File: src/core/cci_pkg.sv
// package: constants, register map and carriers of the control channel i2c settings block
package cci_pkg;

  // ----------------------------------------
  // register indices (byte address = 4 * index)
  // ----------------------------------------
  localparam logic [5:0] IDX_CTRL2  = 6'h06;
  localparam logic [5:0] IDX_SER    = 6'h07;
  localparam logic [5:0] IDX_MAP0   = 6'h08;
  localparam logic [5:0] IDX_IRQ_ST = 6'h10;
  localparam logic [5:0] IDX_IRQ_EN = 6'h11;
  localparam logic [5:0] IDX_IRQ_CL = 6'h12;

  // ----------------------------------------
  // field positions and reset values
  // ----------------------------------------
  localparam int         BIT_SEQ_ERR  = 7;
  localparam int         BIT_SEQ_CLR  = 6;
  localparam int         DLY_HI       = 4;
  localparam int         DLY_LO       = 3;
  localparam int         BIT_WR_BLOCK = 2;
  localparam int         BIT_WD_FAST  = 1;
  localparam int         BIT_WD_DIS   = 0;
  localparam int         ADDR_HI      = 7;
  localparam int         ADDR_LO      = 1;
  localparam int         BIT_HOLD     = 0;
  localparam logic [7:0] RST_BYTE     = 8'h00;
  localparam logic [6:0] ADDR_NONE    = 7'h00;

  // interrupt status layout
  localparam int IRQ_W       = 4;
  localparam int IRQ_SEQ_ERR = 0;
  localparam int IRQ_FREE    = 1;
  localparam int IRQ_HUNG    = 2;
  localparam int IRQ_REJECT  = 3;

  localparam logic [1:0] RESP_OKAY   = 2'h0;
  localparam logic [1:0] RESP_SLVERR = 2'h2;

  // ----------------------------------------
  // timing
  // ----------------------------------------
  localparam int CLK_MHZ        = 100;
  localparam int CLK_PERIOD_NS  = 10;
  localparam int WD_SLOW_SEC    = 1;
  localparam int WD_FAST_US     = 50;
  localparam int WD_SLOW_CYC    = WD_SLOW_SEC * CLK_MHZ * 1000000;
  localparam int WD_FAST_CYC    = WD_FAST_US * CLK_MHZ;
  localparam int RCV_HALF_US    = 5;
  localparam int RCV_HALF_CYC   = RCV_HALF_US * CLK_MHZ;
  localparam int RCV_PULSES     = 9;
  localparam int SDA_BASE_NS    = 250;
  localparam int SDA_STEP_NS    = 50;
  localparam int SDA_DLY_MAX    = (SDA_BASE_NS + 3 * SDA_STEP_NS) / CLK_PERIOD_NS;
  localparam int WD_CNT_W       = 27;

  // ----------------------------------------
  // carriers
  // ----------------------------------------
  typedef struct packed {
    logic       valid;
    logic       to_local_reg;
    logic [5:0] idx;
    logic [7:0] data;
  } cci_rmt_req_t;

  typedef struct packed {
    logic done;
    logic rejected;
    logic passed;
  } cci_rmt_rsp_t;

  typedef struct packed {
    logic       valid;
    logic [6:0] addr;
  } cci_txn_t;

endpackage : cci_pkg

File: src/core/cci_top.sv
// control channel i2c settings, supervision and address remap with axi4-lite registers
//
// The AXI4-Lite register port was left to the implementer.
`timescale 1ns/10ps
module cci_top
  import cci_pkg::*;
#(
  parameter int WD_SLOW = WD_SLOW_CYC,
  parameter int WD_FAST = WD_FAST_CYC
)
(
  // clock and reset
  input  wire logic                  i_core_clk,
  input  wire logic                  i_srst,
  // axi4-lite slave
  input  wire logic [7:0]            i_awaddr,
  input  wire logic                  i_awvalid,
  output logic                       o_awready,
  input  wire logic [31:0]           i_wdata,
  input  wire logic [3:0]            i_wstrb,
  input  wire logic                  i_wvalid,
  output logic                       o_wready,
  output logic [1:0]                 o_bresp,
  output logic                       o_bvalid,
  input  wire logic                  i_bready,
  input  wire logic [7:0]            i_araddr,
  input  wire logic                  i_arvalid,
  output logic                       o_arready,
  output logic [31:0]                o_rdata,
  output logic [1:0]                 o_rresp,
  output logic                       o_rvalid,
  input  wire logic                  i_rready,
  // control channel side
  input  wire logic                  i_seq_err,
  input  wire logic                  i_link_lock,
  input  wire logic [6:0]            i_ser_id,
  input  wire cci_pkg::cci_rmt_req_t i_rmt_req,
  output cci_pkg::cci_rmt_rsp_t      o_rmt_rsp,
  // local i2c transactions and remap
  input  wire logic [6:0]            i_alias_match_0,
  input  wire cci_pkg::cci_txn_t     i_txn,
  output cci_pkg::cci_txn_t          o_fwd,
  // i2c pins
  input  wire logic                  i_sda_low_req,
  input  wire logic                  i_scl_i,
  output logic                       o_scl_o,
  output logic                       o_scl_oe,
  input  wire logic                  i_sda_i,
  output logic                       o_sda_o,
  output logic                       o_sda_oe,
  // interrupt
  output logic                       o_irq
);

  // ----------------------------------------
  // address decode
  // ----------------------------------------
  function automatic logic known(input logic [5:0] idx);
    known = idx inside {IDX_CTRL2, IDX_SER, IDX_MAP0, IDX_IRQ_ST, IDX_IRQ_EN, IDX_IRQ_CL};
  endfunction : known

  function automatic logic [5:0] index_of(input logic [7:0] a);
    index_of = a[7:2];
  endfunction : index_of

  // ----------------------------------------
  // state
  // ----------------------------------------
  logic              aw_ok, w_ok, next_aw_ok, next_w_ok;
  logic [5:0]        aw_idx, next_aw_idx;
  logic [7:0]        w_byte, next_w_byte;
  logic              w_lane, next_w_lane;
  logic              next_awready, next_wready, next_bvalid, next_arready, next_rvalid;
  logic [1:0]        next_bresp, next_rresp;
  logic [31:0]       next_rdata;

  logic              seq_err, clear_bit, wr_block, wd_fast, wd_dis, hold, map0_lsb, lock_q;
  logic [1:0]        sda_dly;
  logic [6:0]        ser_addr, phys0;
  logic [IRQ_W-1:0]  irq_st, irq_en;
  logic              next_seq_err, next_clear_bit, next_wr_block, next_wd_fast, next_wd_dis;
  logic              next_hold, next_map0_lsb, next_irq;
  logic [1:0]        next_sda_dly;
  logic [6:0]        next_ser_addr, next_phys0;
  logic [IRQ_W-1:0]  next_irq_st, next_irq_en, irq_clr, events;
  cci_rmt_rsp_t      next_rmt_rsp;
  cci_txn_t          next_fwd;

  logic              wr_en, axi_wr, rmt_take, seq_clr, wd_free, wd_hung;
  logic [5:0]        wr_idx;
  logic [7:0]        wr_data, rd_byte;

  // ----------------------------------------
  // bus handshake and register reads
  // ----------------------------------------
  always_comb
  begin
    next_aw_ok   = aw_ok;
    next_aw_idx  = aw_idx;
    next_w_ok    = w_ok;
    next_w_byte  = w_byte;
    next_w_lane  = w_lane;
    next_bvalid  = o_bvalid;
    next_bresp   = o_bresp;
    next_arready = 1'b0;
    next_rvalid  = o_rvalid;
    next_rresp   = o_rresp;
    next_rdata   = o_rdata;
    rd_byte      = RST_BYTE;
    if (i_awvalid && o_awready)
    begin
      next_aw_ok  = 1'b1;
      next_aw_idx = index_of(i_awaddr);
    end
    if (i_wvalid && o_wready)
    begin
      next_w_ok   = 1'b1;
      next_w_byte = i_wdata[7:0];
      next_w_lane = i_wstrb[0];
    end
    if (o_bvalid && i_bready)
      next_bvalid = 1'b0;
    // both halves held: commit in one cycle, then answer
    axi_wr = aw_ok && w_ok && !o_bvalid;
    if (axi_wr)
    begin
      next_aw_ok  = 1'b0;
      next_w_ok   = 1'b0;
      next_bvalid = 1'b1;
      next_bresp  = known(aw_idx) ? RESP_OKAY : RESP_SLVERR;
    end
    next_awready = !next_aw_ok && !next_bvalid;
    next_wready  = !next_w_ok && !next_bvalid;
    if (o_rvalid && i_rready)
      next_rvalid = 1'b0;
    if (i_arvalid && !o_rvalid && !o_arready)
    begin
      case (index_of(i_araddr))
        IDX_CTRL2:
          rd_byte = {seq_err, clear_bit, 1'b0, sda_dly, wr_block, wd_fast, wd_dis};
        IDX_SER:    rd_byte = {ser_addr, hold};
        IDX_MAP0:   rd_byte = {phys0, map0_lsb};
        IDX_IRQ_ST: rd_byte = {{(8 - IRQ_W){1'b0}}, irq_st};
        IDX_IRQ_EN: rd_byte = {{(8 - IRQ_W){1'b0}}, irq_en};
        default:    rd_byte = RST_BYTE;
      endcase
      next_arready = 1'b1;
      next_rvalid  = 1'b1;
      next_rdata   = {24'h000000, rd_byte};
      next_rresp   = known(index_of(i_araddr)) ? RESP_OKAY : RESP_SLVERR;
    end
    if (i_srst)
    begin
      next_aw_ok   = 1'b0;
      next_w_ok    = 1'b0;
      next_aw_idx  = '0;
      next_w_byte  = RST_BYTE;
      next_w_lane  = 1'b0;
      next_bvalid  = 1'b0;
      next_bresp   = RESP_OKAY;
      next_arready = 1'b0;
      next_rvalid  = 1'b0;
      next_rresp   = RESP_OKAY;
      next_rdata   = '0;
      next_awready = 1'b0;
      next_wready  = 1'b0;
    end
  end

  always_ff @(posedge i_core_clk)
  begin
    aw_ok     <= next_aw_ok;
    aw_idx    <= next_aw_idx;
    w_ok      <= next_w_ok;
    w_byte    <= next_w_byte;
    w_lane    <= next_w_lane;
    o_awready <= next_awready;
    o_wready  <= next_wready;
    o_bvalid  <= next_bvalid;
    o_bresp   <= next_bresp;
    o_arready <= next_arready;
    o_rvalid  <= next_rvalid;
    o_rresp   <= next_rresp;
    o_rdata   <= next_rdata;
  end

  // ----------------------------------------
  // configuration, status and remote access
  // ----------------------------------------
  always_comb
  begin
    next_seq_err   = seq_err;
    next_clear_bit = clear_bit;
    next_sda_dly   = sda_dly;
    next_wr_block  = wr_block;
    next_wd_fast   = wd_fast;
    next_wd_dis    = wd_dis;
    next_ser_addr  = ser_addr;
    next_hold      = hold;
    next_phys0     = phys0;
    next_map0_lsb  = map0_lsb;
    next_irq_en    = irq_en;
    next_rmt_rsp   = '0;
    irq_clr        = '0;
    seq_clr        = 1'b0;
    // software has the port first; a waiting remote request is taken next cycle
    rmt_take = i_rmt_req.valid && !o_rmt_rsp.done && !axi_wr;
    wr_en    = axi_wr && w_lane;
    wr_idx   = aw_idx;
    wr_data  = w_byte;
    if (rmt_take)
    begin
      next_rmt_rsp.done = 1'b1;
      if (!i_rmt_req.to_local_reg)
        next_rmt_rsp.passed = 1'b1;
      else if (wr_block)
        next_rmt_rsp.rejected = 1'b1;
      else
      begin
        wr_en   = 1'b1;
        wr_idx  = i_rmt_req.idx;
        wr_data = i_rmt_req.data;
      end
    end
    // auto-load on lock edge; a write in the same cycle overrides it
    if (i_link_lock && !lock_q && !hold)
      next_ser_addr = i_ser_id;
    if (wr_en)
    begin
      case (wr_idx)
        IDX_CTRL2:
        begin
          next_clear_bit = wr_data[BIT_SEQ_CLR];
          seq_clr        = wr_data[BIT_SEQ_CLR];
          next_sda_dly   = wr_data[DLY_HI:DLY_LO];
          next_wr_block  = wr_data[BIT_WR_BLOCK];
          next_wd_fast   = wr_data[BIT_WD_FAST];
          next_wd_dis    = wr_data[BIT_WD_DIS];
        end
        IDX_SER:
        begin
          next_ser_addr = wr_data[ADDR_HI:ADDR_LO];
          next_hold     = wr_data[BIT_HOLD];
        end
        IDX_MAP0:
        begin
          next_phys0    = wr_data[ADDR_HI:ADDR_LO];
          next_map0_lsb = wr_data[BIT_HOLD];
        end
        IDX_IRQ_EN: next_irq_en = wr_data[IRQ_W-1:0];
        IDX_IRQ_CL: irq_clr     = wr_data[IRQ_W-1:0];
        default:    irq_clr     = '0;
      endcase
    end
    // new events win over a clear in the same cycle
    next_seq_err = (seq_err && !seq_clr) || i_seq_err;
    events       = '0;
    events[IRQ_SEQ_ERR] = i_seq_err;
    events[IRQ_FREE]    = wd_free;
    events[IRQ_HUNG]    = wd_hung;
    events[IRQ_REJECT]  = next_rmt_rsp.rejected;
    next_irq_st  = (irq_st & ~irq_clr) | events;
    next_irq     = |(next_irq_st & next_irq_en);
    // remap: alias slot 0 first, then the serializer itself
    next_fwd = '0;
    if (i_txn.valid)
    begin
      if (i_alias_match_0 != ADDR_NONE && i_txn.addr == i_alias_match_0)
        next_fwd = '{valid: 1'b1, addr: phys0};
      else if (ser_addr != ADDR_NONE && i_txn.addr == ser_addr)
        next_fwd = '{valid: 1'b1, addr: ser_addr};
    end
    if (i_srst)
    begin
      next_seq_err   = 1'b0;
      next_clear_bit = 1'b0;
      next_sda_dly   = '0;
      next_wr_block  = 1'b0;
      next_wd_fast   = 1'b0;
      next_wd_dis    = 1'b0;
      next_ser_addr  = ADDR_NONE;
      next_hold      = 1'b0;
      next_phys0     = ADDR_NONE;
      next_map0_lsb  = 1'b0;
      next_irq_st    = '0;
      next_irq_en    = '0;
      next_irq       = 1'b0;
      next_rmt_rsp   = '0;
      next_fwd       = '0;
    end
  end

  always_ff @(posedge i_core_clk)
  begin
    seq_err   <= next_seq_err;
    clear_bit <= next_clear_bit;
    sda_dly   <= next_sda_dly;
    wr_block  <= next_wr_block;
    wd_fast   <= next_wd_fast;
    wd_dis    <= next_wd_dis;
    ser_addr  <= next_ser_addr;
    hold      <= next_hold;
    phys0     <= next_phys0;
    map0_lsb  <= next_map0_lsb;
    irq_st    <= next_irq_st;
    irq_en    <= next_irq_en;
    o_irq     <= next_irq;
    o_rmt_rsp <= next_rmt_rsp;
    o_fwd     <= next_fwd;
    lock_q    <= i_srst ? 1'b0 : i_link_lock;
    o_scl_o   <= 1'b0;
    o_sda_o   <= 1'b0;
  end

  // ----------------------------------------
  // pin helpers
  // ----------------------------------------
  // open-drain pins only ever drive low, so the data flops stay at zero
  cci_sda_delay u_sda_delay
  (
    .i_core_clk (i_core_clk),
    .i_srst     (i_srst),
    .i_sel      (sda_dly),
    .i_sda_low  (i_sda_low_req),
    .o_sda_low  (o_sda_oe)
  );

  cci_bus_watchdog #(
    .SLOW_CYC (WD_SLOW),
    .FAST_CYC (WD_FAST)
  ) u_watchdog
  (
    .i_core_clk (i_core_clk),
    .i_srst     (i_srst),
    .i_disable  (wd_dis),
    .i_fast     (wd_fast),
    .i_scl      (i_scl_i),
    .i_sda      (i_sda_i),
    .o_scl_low  (o_scl_oe),
    .o_free     (wd_free),
    .o_hung     (wd_hung)
  );

endmodule : cci_top

File: src/core/cci_sda_delay.sv
// selectable SDA output delay line
`timescale 1ns/10ps
module cci_sda_delay
  import cci_pkg::*;
(
  // clock and reset
  input  wire logic       i_core_clk,
  input  wire logic       i_srst,
  // delay select and data
  input  wire logic [1:0] i_sel,
  input  wire logic       i_sda_low,
  output logic            o_sda_low
);

  // ----------------------------------------
  // tap arithmetic
  // ----------------------------------------
  // in -> sr[0] takes one edge, output flop one more
  function automatic int tap_of(input logic [1:0] code);
    tap_of = (SDA_BASE_NS + int'(code) * SDA_STEP_NS) / CLK_PERIOD_NS - 2;
  endfunction : tap_of

  logic [SDA_DLY_MAX-1:0] sr;
  logic [SDA_DLY_MAX-1:0] next_sr;
  logic                   next_out;

  always_comb
  begin
    next_sr  = {sr[SDA_DLY_MAX-2:0], i_sda_low};
    next_out = sr[tap_of(i_sel)];
    if (i_srst)
    begin
      next_sr  = '0;
      next_out = 1'b0;
    end
  end

  always_ff @(posedge i_core_clk)
  begin
    sr        <= next_sr;
    o_sda_low <= next_out;
  end

endmodule : cci_sda_delay

File: src/core/cci_bus_watchdog.sv
// i2c bus watchdog with free detection and nine-pulse hung recovery
`timescale 1ns/10ps
module cci_bus_watchdog
  import cci_pkg::*;
#(
  parameter int SLOW_CYC = WD_SLOW_CYC,
  parameter int FAST_CYC = WD_FAST_CYC
)
(
  // clock and reset
  input  wire logic i_core_clk,
  input  wire logic i_srst,
  // control
  input  wire logic i_disable,
  input  wire logic i_fast,
  // bus levels
  input  wire logic i_scl,
  input  wire logic i_sda,
  // results
  output logic      o_scl_low,
  output logic      o_free,
  output logic      o_hung
);

  typedef enum logic [1:0] {WATCH, PULSE_LOW, PULSE_HIGH} cci_wd_st_t;

  cci_wd_st_t          st, next_st;
  logic [WD_CNT_W-1:0] cnt, next_cnt;
  logic [3:0]          pulses, next_pulses;
  logic                fired, next_fired;
  logic                scl_q, sda_q;
  logic                next_scl_low, next_free, next_hung;
  logic [WD_CNT_W-1:0] limit;
  logic                quiet;

  always_comb
  begin
    limit        = i_fast ? WD_CNT_W'(FAST_CYC - 1) : WD_CNT_W'(SLOW_CYC - 1);
    quiet        = (i_scl == scl_q) && (i_sda == sda_q);
    next_st      = st;
    next_cnt     = cnt + 1'b1;
    next_pulses  = pulses;
    next_fired   = fired;
    next_scl_low = o_scl_low;
    next_free    = 1'b0;
    next_hung    = 1'b0;
    case (st)
      WATCH:
      begin
        if (i_disable || !quiet)
        begin
          next_cnt   = '0;
          next_fired = 1'b0;
        end
        else if (cnt == limit && !fired)
        begin
          next_cnt   = '0;
          next_fired = 1'b1;
          if (i_sda)
            next_free = 1'b1;
          else
          begin
            next_st      = PULSE_LOW;
            next_pulses  = '0;
            next_scl_low = 1'b1;
          end
        end
        else if (fired)
          next_cnt = cnt;
      end
      PULSE_LOW:
        if (cnt == WD_CNT_W'(RCV_HALF_CYC - 1))
        begin
          next_cnt     = '0;
          next_scl_low = 1'b0;
          next_st      = PULSE_HIGH;
        end
      PULSE_HIGH:
        if (cnt == WD_CNT_W'(RCV_HALF_CYC - 1))
        begin
          next_cnt    = '0;
          next_pulses = pulses + 1'b1;
          if (pulses == 4'(RCV_PULSES - 1))
          begin
            next_st   = WATCH;
            next_hung = 1'b1;
          end
          else
          begin
            next_st      = PULSE_LOW;
            next_scl_low = 1'b1;
          end
        end
      default:
        next_st = WATCH;
    endcase
    if (i_srst)
    begin
      next_st      = WATCH;
      next_cnt     = '0;
      next_pulses  = '0;
      next_fired   = 1'b0;
      next_scl_low = 1'b0;
    end
  end

  always_ff @(posedge i_core_clk)
  begin
    st        <= next_st;
    cnt       <= next_cnt;
    pulses    <= next_pulses;
    fired     <= next_fired;
    scl_q     <= i_scl;
    sda_q     <= i_sda;
    o_scl_low <= next_scl_low;
    o_free    <= next_free;
    o_hung    <= next_hung;
  end

endmodule : cci_bus_watchdog

File: config.mk
export PLATFORM = sky130hd
export DESIGN_NAME = cci_top
export DESIGN_NICKNAME = d
export VERILOG_FILES = /design/src/core/cci_pkg.sv /design/src/core/cci_top.sv /design/src/core/cci_sda_delay.sv /design/src/core/cci_bus_watchdog.sv
export SDC_FILE = /design/constraint.sdc
export NUM_CORES = 1
export LEC_CHECK = 0
export ABC_AREA = 1
export BUFFER_PORTS_ARGS = -buffer_cell sky130_fd_sc_hd__buf_2
export CORE_MARGIN = 4
export CORE_UTILIZATION = 30
export DETAILED_ROUTE_END_ITERATION = 12
export GPL_TIMING_DRIVEN = 0
export SKIP_LAST_GASP = 1
export SYNTH_ARGS = -nofsm -noshare
export SYNTH_HDL_FRONTEND = slang
export SYNTH_SLANG_ARGS = --single-unit
File: constraint.sdc
create_clock -name i_core_clk -period 2.72 [get_ports i_core_clk]
set_input_delay 0.544 -clock i_core_clk [delete_from_list [all_inputs] [get_ports i_core_clk]]
set_output_delay 0.544 -clock i_core_clk [all_outputs]
set_load 0.02 [all_outputs]
# Word-level counts from Yosys, hierarchy flattened
# Index checks and enable logic that the tools add are counted.
# totals
register_bits	158
input_bits	102
elab_cells	216
# classes
addsub	4
mul	1
n_div	1
order_cmp	1
n_eq_ne	33
mux	68
bitwise_logic	8
n_reduce_logical	57
# ops
cell	count
27-bit 2-to-1 mux	5
27-bit one-hot mux with 2 select lines	1
6-bit by 5-bit == test with 1-bit output (second input constant)	8
8-bit 2-to-1 mux	5
8-bit one-hot mux with 5 select lines	1
6-bit by 3-bit == test with 1-bit output (second input constant)	6
9-bit by 32-bit adder with 32-bit output (first input constant)	1
32-bit by 5-bit divider with 32-bit output (second input constant)	1
32-bit by 8-bit less-than comparator with 1-bit output (second input constant)	1
4-bit 2-to-1 mux	8
32-bit by 3-bit subtractor with 32-bit output (second input constant)	1
1-bit 2-to-1 mux	30
27-bit by 1-bit adder with 27-bit output (second input constant)	1
27-bit == test	1
27-bit by 9-bit == test with 1-bit output (second input constant)	1
7-bit 2-to-1 mux	3
1-bit logical AND	20
6-bit by 4-bit == test with 1-bit output (second input constant)	3
6-bit 2-to-1 mux	3
7-bit == test	2
2-bit 2-to-1 mux	7
7-bit nonzero test	2
1-bit logical NOT	13
6-bit nonzero test	2
other kinds (28)	47

# Logic depth before layout (Yosys ltp)
# depth
ltp_word	13
ltp_mapped	16
depth_no_buf	16

# Modules after synthesis
# A second synthesis with hierarchy kept.
# hier_totals
hier_cells	1146
hier_area_um2	8146.6
# modules_own_cells
module	instances	cells_each	area_each_um2	seq_area_each_um2
cci_top	1	539	3888.7	1521.5
cci_bus_watchdog	1	380	2511.2	780.7
cci_sda_delay	1	227	1746.7	820.8

# Worst setup path after synthesis
# OpenSTA, ideal clock, no wires.
# synth_path
kind	reg2reg
startpoint	register sda_dly[0]
endpoint	register u_sda_delay.o_sda_low
setup_ns	0.132
arrival_time_ns	1.991
path_slack_ns	0.597
path_stages_with_launch	14
n_path_buf	1
cell_sequence	dfxtp_1 > inv_1 > ha_1 > inv_1 > nand4_2 > nand3_4 > buf_2 > nand2_1 > a21oi_1 > nand2_1 > nand3_1 > nand2_1 > nand2_1 > a21oi_1
# synth_via
elab_chain_cells	7
# synth_rtl
item	line	text
from (decl)	cci_top.sv:78	logic [1:0] sda_dly;
from (signal assigned)	cci_top.sv:297	sda_dly <= next_sda_dly;
2-bit by 5-bit multiplier with 7-bit output	cci_sda_delay.sv:20	tap_of = (SDA_BASE_NS + int'(code) * SDA_STEP_NS) / CLK_PERIOD_NS - 2;
9-bit by 32-bit adder with 32-bit output	cci_sda_delay.sv:20	
32-bit by 5-bit divider with 32-bit output	cci_sda_delay.sv:20	
32-bit by 3-bit subtractor with 32-bit output	cci_sda_delay.sv:20	
1-bit binary-select mux with 6-bit select	cci_sda_delay.sv:30	next_out = sr[tap_of(i_sel)];
1-bit 2-to-1 mux (implied by the code) (2 in series)	cci_sda_delay.sv:30	
to (signal assigned)	cci_sda_delay.sv:41	o_sda_low <= next_out;
to (decl)	cci_sda_delay.sv:12	output logic o_sda_low
# No other way between the ends. The select of a mux whose other input is x is not followed.
# A chain may end at the register's enable or synchronous reset.

# Worst setup path after layout
# layout_path
startpoint	register sda_dly[1]
endpoint	register u_sda_delay.o_sda_low
# The elaborated chain is that of the path after synthesis.

==> impl_metrics.yaml <==
run_status:
  status: "completed"
power_and_ir_drop:
  combPwrFrac: 0.098
  power_density_mw_per_mm2: 562.5
  p_sw_frac: 0.2721
  peakVddDrop_v: 0.0002388
  p_leak_nw: 3.988
  p_switching_mw: 1.435
  seqPwrFrac: 0.449
  power_frac_clock: 0.452
  p_int_mw: 3.840
logic_synthesis:
  synth_mux_area_frac: 0
  yosys.area_share.adder: 0.02740
  ys_seq_area_frac: 0.4023
  yosys_register_bits: 156
  synth_top_area_frac: 0.4023
  synthFlopType: "dfxtp_1"
  synth_edf_count: 0
  synth_top_family_by_area: "simple AND/OR/NAND/NOR gates"
  synth_xor_area_frac: 0.02369
  synth-compound-area-share: 0.1459
  yosysWarnings: 0
  ys_top_cells_by_area: "dfxtp_1, inv_1, nand2_1, nor2_1, a21oi_1"
  synth_largest_area_cell: "dfxtp_1"
  synth_simple_gate_area_frac: 0.2707
  async_flop_share: 0
  synth_cells: 1097
  ys_types: 55
  avgSynthCellArea_um2: 7.077
  synthesis.area_mm2: 0.007764
cells_and_area:
  nets: 1360
  final_common_cell: "inv_1"
  diodes: 0
  nFillCells: 2713
  area_delta_synth_final_pct: 20.77
  seq_area_mm2: 0.003124
  fin_util: 0.3702
  multi_input_area_mm2: 0.003750
  layout_common_cells: "inv_1, nand2_1, nor2_1"
  layout-drive-gt1-share: 0.1691
clocking:
  cts_buffer_depth: 2
  ctsHoldBuffers: 0
  cts.sinks: 156
  ctsResizeCount: 0
  htree_levels: 4
  cts_tree: "built"
  cts_setup_buffers: 0
  clk_pin_slew_ns: 0.07
  clk_latency_ns: 0.43
  cts_buffers: 17
  clockRootBuffer: "clkbuf_16"
drt:
  met1_length_um: 9503
  vias: 7296
  route.met3.wl_um: 1252
  dr_wl_met2_um: 10560
  drc: 0
  dr.pass1.iters: 5
  drt_wl_total_um: 21640
  top_layer_used: "met5"
  wl_per_cell_um: 13.66
  ant_nets: 0
  drt_iter0_drc: 568
  viasPerCell: 4.606
global_route:
  grt_pass1_wl_um: 34470
  grt.total_usage: 0.1496
  grt_max_degree: 17
  antenna_found_initial: 3
  gr-total-overflow: 0
  grt_pass1_vias: 6840
timing:
  fin_skew_ns: 0.008135
  fmax_mhz: 404.9
  period_needed_ns: 2.470
  worst-slew-pin-transition_ns: 0.7706
  post-route-period-util: 0.9080
  finalSetupViolCount: 0
  slew_headroom: 0.4815
  slew_violations: 0
  finalHoldViolations: 0
  setup_ws_ns: 0.2503
  tns_ns: 0
  rsz0062_at_grt: "false"
die:
  initial_utilization: 0.3065
  core.rowCount: 58
  pin_count: 159
  die-width_um: 168.9
  die_height_um: 168.9
  dieArea_mm2: 0.02852
  core_mm2: 0.02533
critical_path:
  critical_path.startpoint_type: "flip-flop"
  crit_required_ns: 3.06
  r2r_slack_ns: 0.25
  crit_fanout: 10
  crit_type: "flip-flop to flip-flop"
  end_kind: "flip-flop"
  critPathArrivalTime_ns: 2.81
run:
  drv_cap: 0
place:
  dp_hpwl_um: 16780
  io_buffers: 98
  place_congestion: 0.9039
  dpl_worst_slack_ns: 0.1334
min_path:
  worst_hold_path_type: "input port to flip-flop"
[layout make-up]
type,instances,area share
Timing Repair Buffer,98,0.05231
Multi-Input combinational cell,739,0.3999
Buffer,63,0.04110
Clock inverter,14,0.01615
Sequential cell,156,0.3332
Clock buffer,18,0.04684
Tap cell,330,0.04404
Inverter,166,0.06645
[routing by layer]
layer	vias to the layer above	track usage
met5	-	0
met4	6	0.03458
met3	28	0.03713
met2	162	0.2603
met1	3319	0.1867
li1	3781	-
[cell families (layout without fill, tap and decap cells)]
group | after synthesis | after routing
simple gates | 464 | 464
buf+inv | 229 | 359
compound gates | 209 | 209
flops | 156 | 156
xor+xnor | 21 | 21
fa+ha+maj | 17 | 17
other cells | 1 | 28
[worst max-delay path, stage by stage, from the launching register on]
cell,delay [ns]
dfxtp_1,0.35
inv_1,0.21
ha_2,0.37
nor2_1,0.10
nor2_1,0.04
nor2_1,0.19
clkbuf_4,0.26
inv_1,0.13
a21oi_1,0.13
o21ai_0,0.09
a21boi_0,0.18
nor2_1,0.08
nand2_1,0.06
nand2_1,0.05
a21oi_1,0.15
[worst paths after layout]
kind	from	end	depth (start not counted)
max	sda_dly[1]	u_sda_delay.o_sda_low	14
min	i_scl_i	u_watchdog.scl_q	1
max reg2reg	sda_dly[1]	u_sda_delay.o_sda_low	14
min reg2reg	u_sda_delay.sr[14]	u_sda_delay.sr[15]	2
[cell usage after synthesis, drive strengths merged (2+ instances only)]
cell	instances
inv	165
buf	42
dfxtp	156
ha	17
nand4	31
a22oi	2
nor3b	3
nor2	166
xor2	15
a41oi	2
clkbuf	21
o21ai	86
a21oi	92
nand3	52
nor3	25
nor4	10
xnor2	6
nand2	169
a211oi	2
o22ai	6
a31oi	8
or2	5
o21bai	2
[power groups by stage]
stage                     registers [mW]  logic (mW)  clock network [mW]
after global placement              2.42       0.515                   0
after floorplan                     2.43       0.327                   0
after global routing                2.38       0.580                2.53
after CTS                           2.37       0.521                2.42
after detailed placement            2.42       0.518                   0
final                               2.37       0.519                2.39
[registers in the layout (all words and copies together) (netlist names), 3 cells and up]
name,cells
aw_idx,6
irq_en,4
irq_st,4
o_fwd,8
o_rdata,8
o_rmt_rsp,3
phys0,7
ser_addr,7
u_sda_delay.sr,40
u_watchdog.cnt,27
u_watchdog.pulses,4
w_byte,8
[through the flow]
step           std cells  hold slack (ns)  total power [mW]  instance area [um^2]
2_1_floorplan       1124           0.3883             2.758                  7865
3_5_place_dp        1552           0.3956             2.940                  8768
3_3_place_gp        1552           0.3911             2.935                  8768
6_report            1584           0.2408             5.275                  9376
5_1_grt             1584           0.2333             5.483                  9376
4_1_cts             1584           0.2264             5.315                  9359
(Power assumes the default switching activity.)
